### src/design/sensor_status_pkg.sv
// Shared constants and carrier types for the channel 3 divider and status register block
package sensor_status_pkg;

	// ==========================================================
	// Register bus
	localparam int ADDR_W = 8;
	localparam int DATA_W = 16;

	// ==========================================================
	// Register offsets
	localparam logic [7:0] RESULT_BASE_OFFSET = 8'h00;
	localparam logic [7:0] DIV3_OFFSET = 8'h17;
	localparam logic [7:0] STATUS_OFFSET = 8'h18;
	localparam logic [7:0] IRQ_ENABLE_OFFSET = 8'h19;
	localparam logic [7:0] MODE_OFFSET = 8'h1a;

	// ==========================================================
	// Divider register fields
	localparam int FIN_DIV_LSB = 12;
	localparam int FIN_DIV_W = 4;
	localparam int FREF_DIV_LSB = 0;
	localparam int FREF_DIV_W = 10;
	localparam logic [15:0] DIV3_RESET = 16'h0000;

	// ==========================================================
	// Status register fields, also the layout of the enable register
	localparam int SRC_LSB = 14;
	localparam int ERR_LSB = 8;
	localparam int ERR_W = 6;
	localparam int UNDERRANGE_BIT = 13;
	localparam int OVERRANGE_BIT = 12;
	localparam int TIMEOUT_BIT = 11;
	localparam int AMP_HIGH_BIT = 10;
	localparam int AMP_LOW_BIT = 9;
	localparam int ZERO_COUNT_BIT = 8;
	localparam int READY_BIT = 6;
	localparam int PEND_LSB = 0;
	localparam int NUM_CHAN = 4;
	localparam logic [15:0] STATUS_RESET = 16'h0000;
	localparam logic [15:0] IRQ_ENABLE_MASK = 16'h3f4f;
	localparam logic [15:0] IRQ_ENABLE_RESET = 16'h0000;

	// ==========================================================
	// Conversion mode register fields
	localparam int MODE_ACTIVE_LSB = 0;
	localparam int MODE_SEQ_BIT = 4;
	localparam logic [15:0] MODE_MASK = 16'h001f;
	localparam logic [15:0] MODE_RESET = 16'h0001;

	// ==========================================================
	// Carrier types
	typedef struct packed {
		logic underrange;
		logic overrange;
		logic timeout;
		logic amp_high;
		logic amp_low;
		logic zero_count;
	} err_flags_type;

	typedef struct packed {
		logic done;
		logic [1:0] chan;
		err_flags_type err;
		logic [15:0] data;
	} conv_event_type;

endpackage

### src/design/flag_latch.sv
// Bank of sticky flags where a set in the same cycle beats a clear
`timescale 1ns/10ps
module flag_latch #(
	parameter int WIDTH = 11
) (
	input wire logic clk_i, // System clock
	input wire logic reset_i, // Synchronous reset, active high
	input wire logic [WIDTH-1:0] set_i, // Per-flag set pulses
	input wire logic [WIDTH-1:0] clear_i, // Per-flag clear pulses
	output logic [WIDTH-1:0] flags_o // Current flag values
);

	logic [WIDTH-1:0] flags_r;
	logic [WIDTH-1:0] flags_nxt;

	always_comb
	begin
		flags_nxt = (flags_r & ~clear_i) | set_i;
	end

	always_ff @(posedge clk_i)
	begin
		if (reset_i)
		begin
			flags_r <= '0;
		end
		else
		begin
			flags_r <= flags_nxt;
		end
	end

	assign flags_o = flags_r;

endmodule

### src/design/sensor_status_regs.sv
// Channel 3 clock dividers, flag and error status, interrupt and result registers
// Overview of operation
// - Divider bits 15:12 divide sensor frequency for channel 3; zero is reserved.
// - Divider bits 9:0 divide the device clock into channel 3 reference; zero reserved.
// - Status bits 15:14 name the channel that raised the reported flag.
// - Errors stay latched until status read or source channel result read.
// - Status bit 13 reports an under-range error from an active channel.
// - Status bit 12 reports an over-range error from an active channel.
// - Status bit 11 reports a watchdog timeout from an active channel.
// - Status bit 10 reports an amplitude-high error from an active channel.
// - Status bit 9 reports an amplitude-low error from an active channel.
// - Status bit 8 reports a zero-count error from an active channel.
// - Single mode: status bit 6 sets once one new result exists.
// - Sequential mode: ready sets only after every active channel has new results.
// - Status bits 3..0 show unread results of channels 0..3.
// - Errors and ready update status only when their enable bit is set; unread bits set regardless; interrupt needs the enable bit.
`timescale 1ns/10ps
module sensor_status_regs (
	input wire logic clk_i, // System clock, 50 MHz
	input wire logic reset_i, // Synchronous reset, active high
	input wire logic [7:0] addr_i, // Register address
	input wire logic [15:0] wdata_i, // Write data
	input wire logic wr_i, // Write strobe
	input wire logic rd_i, // Read strobe
	output logic [15:0] rd_data_o, // Read data, valid the cycle after rd_i
	input wire sensor_status_pkg::conv_event_type conv_i, // Conversion core events
	input wire logic sensor3_i, // Channel 3 sensor oscillation
	output logic ch3_fin_tick_o, // Channel 3 divided input tick
	output logic ch3_fref_tick_o, // Channel 3 reference tick
	output logic interrupt_out_n_o // Interrupt, active low
);

	// ==========================================================
	// Register storage
	logic [15:0] div3_r;
	logic [15:0] div3_nxt;
	logic [15:0] irq_en_r;
	logic [15:0] irq_en_nxt;
	logic [15:0] mode_r;
	logic [15:0] mode_nxt;
	logic [15:0] result_r [sensor_status_pkg::NUM_CHAN];
	logic [1:0] source_r;
	logic [1:0] source_nxt;
	logic [3:0] seen_r;
	logic [3:0] seen_nxt;
	logic [15:0] rd_data_r;
	logic [15:0] rd_data_nxt;
	logic irq_n_r;
	logic irq_n_nxt;
	logic sensor_prev_r;

	logic [10:0] flag_set;
	logic [10:0] flag_clear;
	logic [10:0] flags;
	logic [15:0] status_word;
	logic [5:0] err_vec;
	logic [5:0] err_rep;
	logic [3:0] active_mask;
	logic [3:0] chan_bit;
	logic chan_active;
	logic seq_mode;
	logic ready_rep;
	logic seq_complete;
	logic status_rd;
	logic result_rd;
	logic [1:0] result_ch;

	// Status bit 3 belongs to channel 0, bit 0 to channel 3
	function automatic logic [1:0] pend_index(input logic [1:0] chan);
		pend_index = 2'h3 - chan;
	endfunction

	function automatic logic [15:0] build_status(input logic [1:0] src,
		input logic [10:0] f);
		logic [15:0] s;
		s = sensor_status_pkg::STATUS_RESET;
		s[sensor_status_pkg::SRC_LSB +: 2] = src;
		s[sensor_status_pkg::ERR_LSB +: sensor_status_pkg::ERR_W] = f[10:5];
		s[sensor_status_pkg::READY_BIT] = f[4];
		s[sensor_status_pkg::PEND_LSB +: sensor_status_pkg::NUM_CHAN] = f[3:0];
		build_status = s;
	endfunction

	// ==========================================================
	// Decode
	always_comb
	begin
		err_vec = conv_i.err;
		active_mask = mode_r[sensor_status_pkg::MODE_ACTIVE_LSB +: 4];
		seq_mode = mode_r[sensor_status_pkg::MODE_SEQ_BIT];
		chan_bit = 4'h1 << conv_i.chan;
		chan_active = |(chan_bit & active_mask);
		status_rd = rd_i && (addr_i == sensor_status_pkg::STATUS_OFFSET);
		result_rd = rd_i && (addr_i[7:2] == sensor_status_pkg::RESULT_BASE_OFFSET[7:2]);
		result_ch = addr_i[1:0];
		status_word = build_status(source_r, flags);
	end

	// ==========================================================
	// Event reporting
	always_comb
	begin
		// Errors only count from active channels and only when enabled
		err_rep = err_vec & irq_en_r[sensor_status_pkg::ERR_LSB +: sensor_status_pkg::ERR_W]
			& {6{chan_active}};
		seen_nxt = (conv_i.done && chan_active) ? (seen_r | chan_bit) : seen_r;
		seq_complete = 1'b0;
		if (seq_mode && ((seen_nxt & active_mask) == active_mask) && (active_mask != 4'h0))
		begin
			seq_complete = 1'b1;
			seen_nxt = 4'h0;
		end
		ready_rep = seq_mode ? seq_complete : (conv_i.done && chan_active);
		ready_rep = ready_rep && irq_en_r[sensor_status_pkg::READY_BIT];

		source_nxt = source_r;
		if ((err_rep != 6'h00) || ready_rep)
		begin
			source_nxt = conv_i.chan;
		end

		flag_set = '0;
		flag_set[10:5] = err_rep;
		flag_set[4] = ready_rep;
		if (conv_i.done && chan_active)
		begin
			flag_set[pend_index(conv_i.chan)] = 1'b1;
		end

		flag_clear = '0;
		// A status read empties errors and ready; a result read of the source empties errors and its unread bit, not ready
		if (status_rd || (result_rd && (result_ch == source_r)))
		begin
			flag_clear[10:5] = 6'h3f;
		end
		flag_clear[4] = status_rd;
		if (result_rd)
		begin
			flag_clear[pend_index(result_ch)] = 1'b1;
		end
	end

	flag_latch #(
		.WIDTH(11)
	) status_flags (
		.clk_i(clk_i),
		.reset_i(reset_i),
		.set_i(flag_set),
		.clear_i(flag_clear),
		.flags_o(flags)
	);

	// ==========================================================
	// Register writes and reads
	always_comb
	begin
		div3_nxt = div3_r;
		irq_en_nxt = irq_en_r;
		mode_nxt = mode_r;
		rd_data_nxt = 16'h0000;
		if (wr_i)
		begin
			case (addr_i)
				// Reserved bits 11:10 are kept as written; host keeps them zero
				sensor_status_pkg::DIV3_OFFSET: div3_nxt = wdata_i;
				sensor_status_pkg::IRQ_ENABLE_OFFSET:
					irq_en_nxt = wdata_i & sensor_status_pkg::IRQ_ENABLE_MASK;
				sensor_status_pkg::MODE_OFFSET: mode_nxt = wdata_i & sensor_status_pkg::MODE_MASK;
				default: div3_nxt = div3_r; // Status is read-only
			endcase
		end
		if (rd_i)
		begin
			if (result_rd)
			begin
				rd_data_nxt = result_r[result_ch];
			end
			else
			begin
				case (addr_i)
					sensor_status_pkg::DIV3_OFFSET: rd_data_nxt = div3_r;
					sensor_status_pkg::STATUS_OFFSET: rd_data_nxt = status_word;
					sensor_status_pkg::IRQ_ENABLE_OFFSET: rd_data_nxt = irq_en_r;
					sensor_status_pkg::MODE_OFFSET: rd_data_nxt = mode_r;
					default: rd_data_nxt = 16'h0000;
				endcase
			end
		end
		// Level interrupt from the flags as they stand now
		irq_n_nxt = ~|(status_word & irq_en_r);
	end

	always_ff @(posedge clk_i)
	begin
		if (reset_i)
		begin
			div3_r <= sensor_status_pkg::DIV3_RESET;
			irq_en_r <= sensor_status_pkg::IRQ_ENABLE_RESET;
			mode_r <= sensor_status_pkg::MODE_RESET;
			source_r <= 2'h0;
			seen_r <= 4'h0;
			rd_data_r <= 16'h0000;
			irq_n_r <= 1'b1;
			sensor_prev_r <= 1'b0;
		end
		else
		begin
			div3_r <= div3_nxt;
			irq_en_r <= irq_en_nxt;
			mode_r <= mode_nxt;
			source_r <= source_nxt;
			seen_r <= seen_nxt;
			rd_data_r <= rd_data_nxt;
			irq_n_r <= irq_n_nxt;
			sensor_prev_r <= sensor3_i;
		end
	end

	// Result words carry no reset: they are only meaningful once a pending bit is set
	always_ff @(posedge clk_i)
	begin
		if (conv_i.done)
		begin
			result_r[conv_i.chan] <= conv_i.data;
		end
	end

	assign rd_data_o = rd_data_r;
	assign interrupt_out_n_o = irq_n_r;

	// ==========================================================
	// Channel 3 dividers
	tick_divider #(
		.WIDTH(sensor_status_pkg::FIN_DIV_W)
	) fin_divider (
		.clk_i(clk_i),
		.reset_i(reset_i),
		.step_i(sensor3_i && !sensor_prev_r),
		.ratio_i(div3_r[sensor_status_pkg::FIN_DIV_LSB +: sensor_status_pkg::FIN_DIV_W]),
		.tick_o(ch3_fin_tick_o)
	);

	tick_divider #(
		.WIDTH(sensor_status_pkg::FREF_DIV_W)
	) fref_divider (
		.clk_i(clk_i),
		.reset_i(reset_i),
		.step_i(1'b1),
		.ratio_i(div3_r[sensor_status_pkg::FREF_DIV_LSB +: sensor_status_pkg::FREF_DIV_W]),
		.tick_o(ch3_fref_tick_o)
	);
endmodule

### src/design/tick_divider.sv
// Event divider: one output tick for every ratio_i input steps
`timescale 1ns/10ps
module tick_divider #(
	parameter int WIDTH = 10
) (
	input wire logic clk_i, // System clock
	input wire logic reset_i, // Synchronous reset, active high
	input wire logic step_i, // One input event
	input wire logic [WIDTH-1:0] ratio_i, // Division ratio, zero holds off
	output logic tick_o // One-cycle output tick
);

	logic [WIDTH-1:0] count_r;
	logic [WIDTH-1:0] count_nxt;
	logic tick_r;
	logic tick_nxt;

	always_comb
	begin
		count_nxt = count_r;
		tick_nxt = 1'b0;
		// Zero is reserved: the divider parks instead of guessing a ratio
		if (ratio_i == '0)
		begin
			count_nxt = '0;
		end
		else if (step_i)
		begin
			// Compare with >= so a ratio lowered mid-count cannot overrun
			if (count_r >= ratio_i - 1'b1)
			begin
				count_nxt = '0;
				tick_nxt = 1'b1;
			end
			else
			begin
				count_nxt = count_r + 1'b1;
			end
		end
	end

	always_ff @(posedge clk_i)
	begin
		if (reset_i)
		begin
			count_r <= '0;
			tick_r <= 1'b0;
		end
		else
		begin
			count_r <= count_nxt;
			tick_r <= tick_nxt;
		end
	end

	assign tick_o = tick_r;

endmodule

### config.mk
export PLATFORM = sky130hd
export DESIGN_NAME = sensor_status_regs
export DESIGN_NICKNAME = d
export VERILOG_FILES = /design/src/design/sensor_status_pkg.sv /design/src/design/flag_latch.sv /design/src/design/sensor_status_regs.sv /design/src/design/tick_divider.sv
export SDC_FILE = /design/constraint.sdc
export NUM_CORES = 1
export LEC_CHECK = 0
export BUFFER_PORTS_ARGS = -buffer_cell sky130_fd_sc_hd__buf_2
export CORE_MARGIN = 10
export CORE_UTILIZATION = 35
export CTS_CLUSTER_SIZE = 24
export DETAILED_ROUTE_END_ITERATION = 12
export HOLD_SLACK_MARGIN = 0.15
export SYNTH_ARGS = -nofsm -noshare
export SYNTH_HDL_FRONTEND = slang
export SYNTH_HIERARCHICAL = 1
export SYNTH_SLANG_ARGS = --single-unit
### constraint.sdc
create_clock -name clk_i -period 3.7 [get_ports clk_i]
set_clock_uncertainty 0.15 [all_clocks]
set_input_delay 0.185 -clock clk_i [delete_from_list [all_inputs] [get_ports clk_i]]
set_output_delay 0.185 -clock clk_i [all_outputs]
set_load 0.03 [all_outputs]
==> results of run 1 <==
[layout make-up]
class | count | area [um^2] | area share (%)
inverters | 26 | 97.6 | 1.16
repair buffers | 135 | 971 | 11.5
clock buffers | 18 | 429 | 5.09
multi-input cells | 398 | 2890 | 34.3
flip-flops and latches | 147 | 3580 | 42.5
well taps | 234 | 293 | 3.47
clock inverters | 14 | 165 | 1.96
[power groups by stage]
stage / registers (mW) / clock network, mW / logic, mW
after floorplan: 1.77 / 0 / 0.0885
after global placement: 1.77 / 0 / 0.165
after detailed placement: 1.78 / 0 / 0.167
after CTS: 1.74 / 1.77 / 0.208
after global routing: 1.74 / 1.85 / 0.226
final: 1.74 / 1.75 / 0.209
[cell usage after synthesis (4+ instances only)]
| cell | instances |
|---|---|
| dfxtp_1 | 83 |
| nand2_1 | 81 |
| edfxtp_1 | 64 |
| a21oi_1 | 48 |
| inv_1 | 26 |
| a22oi_1 | 18 |
| ha_1 | 18 |
| mux4_2 | 17 |
| nand2b_1 | 17 |
| nor2_1 | 17 |
| nand3_1 | 14 |
| and3_1 | 12 |
| clkbuf_1 | 11 |
| a21oi_2 | 10 |
| mux2i_1 | 10 |
| o21ai_0 | 10 |
| xor2_1 | 9 |
| nor3_1 | 8 |
| xnor2_1 | 8 |
| and2_1 | 7 |
| mux2_2 | 7 |
| nor2b_1 | 7 |
| a211oi_1 | 6 |
| buf_2 | 6 |
| o21a_1 | 6 |
| a221oi_1 | 4 |
| nor3b_1 | 4 |
| nor4_1 | 4 |
[kinds of logic after synthesis]
kind of cell	count (synthesis)	share of synthesized area, %
xor gates and xnor gates	17	2.23
DFF	147	53.8
and+or+nand+nor	194	15.3
buffers and inverters	49	3.15
adders and majority gates	18	3.38
muxes	34	8.43
other	1	0.0563
AOI/OAI and AO/OA	131	13.7
[flip-flops by register name, indices dropped and copies added (netlist names), 5 cells and up]
name	flops
result_r	64
fref_divider/count_r	10
status_flags/flags_o	11
div3_r	16
rd_data_o	16
irq_en_r	11
mode_r	5
[worst paths after layout]
path | startpoint | to | cells past startpoint | slack [ns]
worst min register to register | seen_r[2] | seen_r[2] | 1 | 0.32
worst max register to register | div3_r[3] | fref_divider/count_r[3] | 10 | 0.66
worst min-delay path | addr_i[2] | rd_data_o[15] | 4 | 0.24
worst max-delay path | addr_i[3] | div3_r[5] | 9 | 0.21
[routing by layer]
layer	track usage [%]	part of all wire, %
met5	0	0
met4	5.87	1.8
met3	3.83	6.2
met2	22.6	46
met1	19.3	46
[metrics by stage]
step	hold WS (ns)	util, %	instances	cell area [um^2]
2_1_floorplan	0.104	-	594	6680
3_3_place_gp	0.244	38.9	885	7280
3_5_place_dp	0.252	38.9	885	7280
4_1_cts	0.219	45.1	972	8430
5_1_grt	0.273	45.1	972	8430
6_report	0.239	45.1	972	8430
[critical path: stages]
cell and delay, ns:
dlygate4sd3_1 0.53, buf_2 0.13, or4_4 0.49, dlygate4sd3_1 0.62, nor3_4 0.35, and2_1 0.57
nand2_1 0.12, a21oi_1 0.15, dlygate4sd3_1 0.57
[timing repair]
action / 4_1_cts / 5_1_grt
setup buffers: 0 / 0
hold buffers: 55 / 0
endpoints found under the hold margin: 122 / 0
==> impl_metrics.sql, run 1 <==
INSERT INTO impl_metrics (metric_group, metric, value, unit) VALUES
('floorplanning', 'i_o_pin_count', '73', ''),
('synth', 'yosys.area.top_type', 'edfxtp_1', ''),
('synth', 'synth.ff_latch_count', '147', ''),
('worst_setup_path', 'timing_worst_setup_path_type', 'input pin to register', ''),
('synth', 'synth_sequential_area_ratio', '53.8', '%'),
('power', 'switching_share', '23.0', '%'),
('drt', 'avgRoutedWirePerCell', '18.2', 'um'),
('synth', 'synthesis.instances', '591', ''),
('worst_setup_path', 'critPathArrivalTime', '3.72', 'ns'),
('worst_setup_path', 'worstSetupStartpointType', 'input pin', ''),
('synth', 'avgSynthCellArea', '11.3', 'um^2'),
('hold_path', 'hold_path_class', 'input pin to register', ''),
('final_layout', 'insertedDiodeCount', '0', ''),
('timing', 'final.setup.worst_slack', '0.210', 'ns'),
('power', 'power.static_leakage', '3.17', 'nW'),
('global_route', 'grt_first_pass_wirelength', '28.3', 'mm'),
('floorplanning', 'die_area', '25000', 'um^2'),
('drt', 'wl', '17.7', 'mm'),
('power', 'cell_internal_pwr', '2.85', 'mW'),
('floorplanning', 'die_width', '158', 'um'),
('drt', 'detailroute.via_count', '5149', ''),
('floorplanning', 'rows', '50', ''),
('timing', 'hold_viol', '0', ''),
('placement', 'post-dp-hpwl', '12.5', 'mm'),
('global_route', 'globalRouteTotalUtil', '14.7', '%'),
('clock_network', 'clock_sinks', '147', ''),
('power', 'clkPwrFrac', '47.3', '%'),
('final_layout', 'mostFrequentLayoutCells', 'dfxtp_1 (83), nand2_1 (81), buf_2 (72)', ''),
('timing', 'grt_setup_unrepaired', 'no', ''),
('timing', 'fmaxAchievable', '0.287', 'GHz'),
('drt', 'firstDrtPassIters', '5', ''),
('synth', 'synth_top_cell_area_share', '28.8', '%'),
('synth', 'async_flop_share', '0', '%'),
('drt', 'drtAntennaViolNets', '0', ''),
('global_route', 'antenna_found_initial', '0', ''),
('drt', 'drt-initial-drc-count', '357', ''),
('power', 'share_comb_of_total_power', '5.7', '%'),
('worst_setup_path', 'crit_path_max_fanout', '16', ''),
('placement', 'dp_slack', '0.685', 'ns'),
('flow_run', 'drv.max_cap_violation_count', '0', ''),
('final_layout', 'drive_above_1_share', '21.8', '%'),
('synth', 'synth.area.top_cells', 'edfxtp_1 (29%), dfxtp_1 (25%), mux4_2 (5.7%)', ''),
('global_route', 'via_count_of_the_first_global_routing_pass', '5278', ''),
('clock_network', 'cts_tree', 'built', ''),
('clock_network', 'clk-insertion-delay-late', '0.44', 'ns'),
('clock_network', 'post_cts_resize_count', '0', ''),
('power', 'net-switching-power', '852', 'uW'),
('timing', 'setup_viol', '0', ''),
('global_route', 'globalRouteOverflowTotal', '0', ''),
('clock_network', 'cts_inserted_buffers', '17', ''),
('timing', 'timing.slew.headroom', '48.5', '%'),
('synth', 'synth.distinct_cells', '66', ''),
('floorplanning', 'die-height', '158', 'um'),
('timing', 'min_period', '3.49', 'ns'),
('timing', 'worst_slew_pin_slew', '0.772', 'ns'),
('floorplanning', 'core', '18700', 'um^2'),
('synth', 'synth_flop_cell', 'dfxtp_1', ''),
('power', 'total_power', '3.70', 'mW'),
('clock_network', 'clk_path_buf_depth', '2', ''),
('worst_setup_path', 'required', '3.93', 'ns'),
('clock_network', 'cts.reportedPaths.clkPinSlew', '0.06', 'ns'),
('worst_setup_path', 'setup.worst_path.end_class', 'register', ''),
('floorplanning', 'initial_core_util', '35.6', '%'),
('final_layout', 'synthToLayoutAreaGrowth', '26.4', '%'),
('placement', 'place.port_buffers', '72', ''),
('global_route', 'largest_net_degree_at_the_start_of_global_routing', '32', ''),
('power', 'ir_worst_vdd', '0.350', 'mV'),
('power', 'p_per_area', '439', 'nW/um^2'),
('synth', 'synth_warnings', '6', ''),
('power', 'seq_power_share', '47.1', '%'),
('timing', 'fin_crit_share', '94.3', '%'),
('outcome', 'status', 'completed', ''),
('timing', 'final-max-slew-violation-count', '0', ''),
('placement', 'finalWeightedCongestion', '0.848', ''),
('final_layout', 'layout_commonest_cell', 'dfxtp_1', ''),
('synth', 'syn_std_cell_area', '6670', 'um^2'),
('drt', 'drc', '0', ''),
('clock_network', 'htree_num_levels', '4', ''),
('synth', 'number_of_flops_mapped_to_enable_cells_by_yosys', '64', ''),
('final_layout', 'layout.filler_cells', '1724', ''),
('drt', 'route.detailed.vias_per_inst', '5.30', ''),
('final_layout', 'final_layout_net_count', '797', ''),
('timing', 'fin_tns_setup', '0', 'ns'),
('clock_network', 'cts_root_buffer', 'clkbuf_16', '');
Power figures use the tool's default switching activity.
==> inputs of run 2 (changes only) <==
Settings changed: CORE_UTILIZATION 35 to 45.
==> impl_metrics.sql, run 2 (synthesis results as in run 1) <==
INSERT INTO impl_metrics (metric_group, metric, value, unit) VALUES
('outcome', 'status', 'completed', ''),
('timing', 'setup_viol', '0', ''),
('drt', 'detailroute.via_count', '5032', ''),
('timing', 'worst_slew_pin_slew', '0.765', 'ns'),
('worst_setup_path', 'setup.worst_path.end_class', 'register', ''),
('floorplanning', 'rows', '44', ''),
('drt', 'drt-initial-drc-count', '366', ''),
('floorplanning', 'die_width', '142', 'um'),
('final_layout', 'largest_register_ffs', '64', ''),
('worst_setup_path', 'timing_worst_setup_path_type', 'register to register', ''),
('power', 'clkPwrFrac', '44.5', '%'),
('placement', 'finalWeightedCongestion', '0.855', ''),
('timing', 'final-max-slew-violation-count', '0', ''),
('global_route', 'grt_first_pass_wirelength', '27.1', 'mm'),
('timing', 'hold_viol', '0', ''),
('worst_setup_path', 'r2r_cell_count', '10', ''),
('global_route', 'globalRouteTotalUtil', '17.2', '%'),
('power', 'p_per_area', '424', 'nW/um^2'),
('placement', 'place.port_buffers', '72', ''),
('clock_network', 'clk_path_buf_depth', '2', ''),
('power', 'cell_internal_pwr', '2.69', 'mW'),
('final_layout', 'largest-register', 'result_r', ''),
('worst_setup_path', 'crit_path_max_fanout', '6', ''),
('floorplanning', 'die-height', '142', 'um'),
('drt', 'avgRoutedWirePerCell', '18.6', 'um'),
('final_layout', 'drive_above_1_share', '22.0', '%'),
('final_layout', 'final_layout_net_count', '794', ''),
('placement', 'post-dp-hpwl', '11.9', 'mm'),
('final_layout', 'mostFrequentLayoutCells', 'dfxtp_1 (83), nand2_1 (81), buf_2 (72)', ''),
('timing', 'grt_setup_unrepaired', 'no', ''),
('drt', 'drc', '0', ''),
('floorplanning', 'core', '14500', 'um^2'),
('hold_path', 'hold_path_class', 'input pin to register', ''),
('clock_network', 'cts_setup_buffers', '0', ''),
('global_route', 'antenna_found_initial', '0', ''),
('clock_network', 'clk-insertion-delay-late', '0.42', 'ns'),
('worst_setup_path', 'critPathArrivalTime', '3.26', 'ns'),
('timing', 'fmaxAchievable', '0.328', 'GHz'),
('worst_setup_path', 'worst_r2r_endpoint', 'fref_divider/count_r[3]', ''),
('hold_path', 'worst_hold_path_cell_count', '5', ''),
('floorplanning', 'i_o_pin_count', '73', ''),
('worst_setup_path', 'worstSetupStartpointType', 'register', ''),
('clock_network', 'post_cts_resize_count', '0', ''),
('worst_setup_path', 'regToRegStartpoint', 'div3_r[3]', ''),
('final_layout', 'synthToLayoutAreaGrowth', '24.1', '%'),
('timing', 'fin_crit_share', '82.4', '%'),
('timing', 'fin_hold_ws', '0.210', 'ns'),
('worst_setup_path', 'required', '3.92', 'ns'),
('drt', 'firstDrtPassIters', '5', ''),
('power', 'power.static_leakage', '3.14', 'nW'),
('drt', 'route.detailed.vias_per_inst', '5.48', ''),
('clock_network', 'clock_sinks', '147', ''),
('timing', 'min_period', '3.05', 'ns'),
('clock_network', 'htree_num_levels', '4', ''),
('power', 'switching_share', '23.3', '%'),
('placement', 'placedInstanceArea', '7220', 'um^2'),
('timing', 'timing.slew.headroom', '49.0', '%'),
('clock_network', 'cts_inserted_buffers', '17', ''),
('drt', 'wl', '17.1', 'mm'),
('global_route', 'globalRouteOverflowTotal', '0', ''),
('power', 'share_comb_of_total_power', '5.9', '%'),
('floorplanning', 'die_area', '20100', 'um^2'),
('power', 'net-switching-power', '816', 'uW'),
('clock_network', 'cts_tree', 'built', ''),
('floorplanning', 'initial_core_util', '45.9', '%'),
('global_route', 'via_count_of_the_first_global_routing_pass', '5108', ''),
('hold_path', 'hold_path_end', 'rd_data_o[14]', ''),
('timing', 'fin_tns_setup', '0', 'ns'),
('clock_network', 'cts-hold-fix-buffers', '52', ''),
('hold_path', 'hp-start', 'addr_i[3]', ''),
('power', 'seq_power_share', '49.7', '%'),
('flow_run', 'drv.max_cap_violation_count', '0', ''),
('final_layout', 'stdcell_area', '8280', 'um^2'),
('clock_network', 'cts_root_buffer', 'clkbuf_16', ''),
('global_route', 'largest_net_degree_at_the_start_of_global_routing', '32', ''),
('clock_network', 'cts.reportedPaths.clkPinSlew', '0.06', 'ns'),
('final_layout', 'insertedDiodeCount', '0', ''),
('drt', 'drtAntennaViolNets', '0', ''),
('power', 'ir_worst_vdd', '0.335', 'mV'),
('worst_setup_path', 'flop_to_flop_setup_slack', '0.65', 'ns'),
('final_layout', 'layout_commonest_cell', 'dfxtp_1', '');
run 2: changes by cell type in the layout (fill, tap and decap cells not counted):
cell,previous run,this run
clkinvlp_2,0,1
inv_8,3,0
clkinv_2,0,3
clkinv_4,0,4
bufinv_16,2,0
dlygate4sd3_1,55,52
inv_6,6,4
clkinv_1,1,0
run 2: worst max-delay path: stages, from the launching register on:
cell	delay, ns
dfxtp_1	0.35
nor3_1	0.42
nand2_4	0.12
nor4_1	0.25
xnor2_1	0.17
ha_1	0.26
a21o_1	0.17
a21o_1	0.23
or4_4	0.49
a221oi_2	0.24
a31o_1	0.13
run 2: worst max-delay path by stage:
stage	start	to	slack, ns	depth (start not counted)
finish	div3_r[3]	fref_divider/count_r[3]	0.65	10
global route	div3_r[3]	fref_divider/count_r[3]	0.52	10
CTS	div3_r[3]	fref_divider/count_r[3]	0.68	10
detailed placement	div3_r[3]	fref_divider/count_r[3]	0.70	10
global placement	div3_r[3]	fref_divider/count_r[3]	0.77	10
floorplan	div3_r[3]	fref_divider/count_r[3]	0.88	10
run 2: final cells by class:
type / instances / area [um^2]
clock buffers: 18 / 429
inverters: 26 / 97.6
flip-flops and latches: 147 / 3580
repair buffers: 132 / 941
fillers: 1203 / 6260
well taps: 184 / 230
multi-input cells: 398 / 2890
clock inverters: 14 / 105
run 2: stage by stage:
stage / std cells / worst slack [ns] / total power, mW / utilization (%)
floorplan: 594 / 0.880 / 1.86 / -
global placement: 835 / 0.766 / 1.94 / 49.7
detailed placement: 835 / 0.699 / 1.94 / 49.7
CTS: 919 / 0.685 / 3.53 / 56.9
global route: 919 / 0.519 / 3.62 / 56.9
finish: 919 / 0.652 / 3.51 / 56.9
run 2: metal layers:
metal | routed length, um | track usage, % | up-vias
met5 | 0 | 0 | -
met4 | 291 | 5.59 | 0
met3 | 1000 | 4.64 | 22
met2 | 8220 | 28.1 | 157
met1 | 7560 | 21.7 | 2413
li1 | - | - | 2440
run 2: power groups by stage:
stage / Clock (mW) / Combinational [mW] / Sequential [mW]
after floorplan: 0 / 0.0885 / 1.77
after global placement: 0 / 0.164 / 1.77
after detailed placement: 0 / 0.167 / 1.78
after CTS: 1.58 / 0.205 / 1.74
after global routing: 1.65 / 0.222 / 1.74
final: 1.56 / 0.206 / 1.74
==> inputs of run 3 (changes only) <==
Settings changed: PLACE_DENSITY set to 0.66.
Clock period 3.7 ns to 2.49 ns, I/O delays scaled along.
==> impl_metrics.sql, run 3 (synthesis results as in run 1) <==
INSERT INTO impl_metrics (metric_group, metric, value, unit) VALUES
('outcome', 'status', 'finished, violations left', ''),
('outcome', 'violations', 'setup timing', ''),
('drt', 'detailroute.via_count', '5253', ''),
('drt', 'firstDrtPassIters', '7', ''),
('final_layout', 'layout.filler_cells', '1198', ''),
('placement', 'post-dp-hpwl', '12.3', 'mm'),
('timing', 'timing.slew.headroom', '62.5', '%'),
('global_route', 'gr-usage-met1', '22.6', '%'),
('global_route', 'grtUsageMet3', '4.27', '%'),
('timing', 'min_period', '2.68', 'ns'),
('clock_network', 'cts_root_buffer', 'clkbuf_16', ''),
('floorplanning', 'die_width', '142', 'um'),
('floorplanning', 'rows', '44', ''),
('clock_network', 'cts.reportedPaths.clkPinSlew', '0.06', 'ns'),
('floorplanning', 'die-height', '142', 'um'),
('drt', 'wl', '17.6', 'mm'),
('placement', 'finalWeightedCongestion', '0.832', ''),
('global_route', 'globalRouteOverflowTotal', '0', ''),
('final_layout', 'layout_commonest_cell', 'dfxtp_1', ''),
('worst_setup_path', 'flop_to_flop_setup_slack', '-0.19', 'ns'),
('flow_run', 'drv.max_cap_violation_count', '0', ''),
('timing', 'fmaxAchievable', '0.373', 'GHz'),
('final_layout', 'largest-register', 'result_r', ''),
('hold_path', 'hold_path_end', 'rd_data_o[4]', ''),
('timing', 'fin_hold_ws', '0.202', 'ns'),
('worst_setup_path', 'setup.worst_path.end_class', 'register', ''),
('clock_network', 'cts_inserted_buffers', '17', ''),
('final_layout', 'drive_above_1_share', '28.6', '%'),
('drt', 'drc', '0', ''),
('power', 'p_per_area', '619', 'nW/um^2'),
('worst_setup_path', 'worstSetupStartpointType', 'register', ''),
('drt', 'route.detailed.vias_per_inst', '5.52', ''),
('floorplanning', 'i_o_pin_count', '73', ''),
('global_route', 'grt.met2_usage', '29.3', '%'),
('timing', 'final.setup.worst_slack', '-0.192', 'ns'),
('hold_path', 'hp-start', 'addr_i[3]', ''),
('global_route', 'via_count_of_the_first_global_routing_pass', '5512', ''),
('global_route', 'largest_net_degree_at_the_start_of_global_routing', '24', ''),
('worst_setup_path', 'r2r_cell_count', '10', ''),
('hold_path', 'worst_hold_path_cell_count', '5', ''),
('global_route', 'globalRouteTotalUtil', '17.8', '%'),
('worst_setup_path', 'crit_path_max_fanout', '2', ''),
('timing', 'fin_tns_setup', '-1.07', 'ns'),
('drt', 'avgRoutedWirePerCell', '18.5', 'um'),
('clock_network', 'clk_path_buf_depth', '2', ''),
('clock_network', 'cts_tree', 'built', ''),
('power', 'power.static_leakage', '3.36', 'nW'),
('global_route', 'busiest_layer', 'met2', ''),
('final_layout', 'largest_register_ffs', '64', ''),
('floorplanning', 'core', '14500', 'um^2'),
('worst_setup_path', 'critPathArrivalTime', '2.90', 'ns'),
('timing', 'final-max-slew-violation-count', '0', ''),
('drt', 'drt-initial-drc-count', '372', ''),
('worst_setup_path', 'regToRegStartpoint', 'div3_r[4]', ''),
('clock_network', 'clk-insertion-delay-late', '0.42', 'ns'),
('clock_network', 'clock_sinks', '147', ''),
('worst_setup_path', 'timing_worst_setup_path_type', 'register to register', ''),
('power', 'ir_worst_vdd', '0.443', 'mV'),
('hold_path', 'hold_path_class', 'input pin to register', ''),
('clock_network', 'htree_num_levels', '4', ''),
('final_layout', 'mostFrequentLayoutCells', 'dfxtp_1 (82), nand2_1 (81), buf_2 (72)', ''),
('timing', 'hold_viol', '0', ''),
('timing', 'setup_viol', '11', ''),
('placement', 'dp_slack', '-0.156', 'ns'),
('worst_setup_path', 'required', '2.71', 'ns'),
('timing', 'fin_crit_share', '108', '%'),
('drt', 'drtAntennaViolNets', '0', ''),
('placement', 'place.port_buffers', '72', ''),
('floorplanning', 'die_area', '20100', 'um^2'),
('final_layout', 'final_layout_net_count', '826', ''),
('floorplanning', 'initial_core_util', '45.9', '%'),
('timing', 'worst_slew_pin_slew', '0.559', 'ns'),
('global_route', 'grt_first_pass_wirelength', '28.5', 'mm'),
('final_layout', 'insertedDiodeCount', '0', ''),
('global_route', 'antenna_found_initial', '0', ''),
('final_layout', 'synthToLayoutAreaGrowth', '31.5', '%'),
('timing', 'grt_setup_unrepaired', 'yes', ''),
('worst_setup_path', 'worst_r2r_endpoint', 'fref_divider/count_r[3]', '');
==> run 3: worst max-delay path by stage <==
stage,start,endpoint,slack (ns),depth (start not counted)
detailed placement,div3_r[4],fref_divider/count_r[3],-0.16,10
finish,div3_r[4],fref_divider/count_r[3],-0.19,10
floorplan,div3_r[0],fref_divider/count_r[3],-0.15,11
CTS,div3_r[4],fref_divider/count_r[3],-0.19,10
global route,div3_r[4],fref_divider/count_r[3],-0.28,10
global placement,div3_r[4],fref_divider/count_r[3],-0.08,10
==> run 3: report_power, final <==
group	total, mW	switching [mW]	internal (mW)
combinational	0.313	0.162	0.151
sequential	2.59	0.0144	2.57
clock	2.52	1.04	1.49
==> run 3: metrics by stage <==
step           util [%]  total power, mW  std cells  area [um^2]
6_report           60.3             5.42        951         8770
5_1_grt            60.3             5.61        951         8770
4_1_cts            59.8             5.46        947         8690
3_5_place_dp       51.5             2.89        864         7490
3_3_place_gp       51.5             2.88        864         7490
2_1_floorplan         -             2.77        594         6720
==> run 3: area by class of cell <==
cell class | instances | area, um^2 | share of cell area [%]
sequential | 147 | 3580 | 40.9
multi-input combinational | 398 | 3060 | 34.9
timing repair buffer | 164 | 1210 | 13.8
clock buffer | 18 | 429 | 4.90
tap | 184 | 230 | 2.63
clock inverter | 14 | 154 | 1.76
inverter | 26 | 97.6 | 1.11
==> run 3: layer usage <==
metal	vias to the layer above	part of all wire [%]
met5	-	0
met4	0	1.4
met3	19	5.6
met2	136	49
met1	2597	44
li1	2501	-
==> run 3: critical path, stage by stage, from the launching register on <==
cell and delay [ns]:
dfxtp_2 0.33, nor3_4 0.25, nand2_4 0.09, nor4_4 0.17, xnor2_1 0.11, ha_1 0.32, a21o_1 0.18, a21o_1 0.21
or4_4 0.49, a221oi_2 0.21, a31o_1 0.14
==> run 3: what timing repair did <==
action | in CTS | in global routing
hold endpoints to repair | 128 | 0
pin swaps | 18 | 14
resized for setup | 20 | 12
hold buffers | 51 | 0
setup buffers | 0 | 4
setup endpoints to repair | 11 | 11
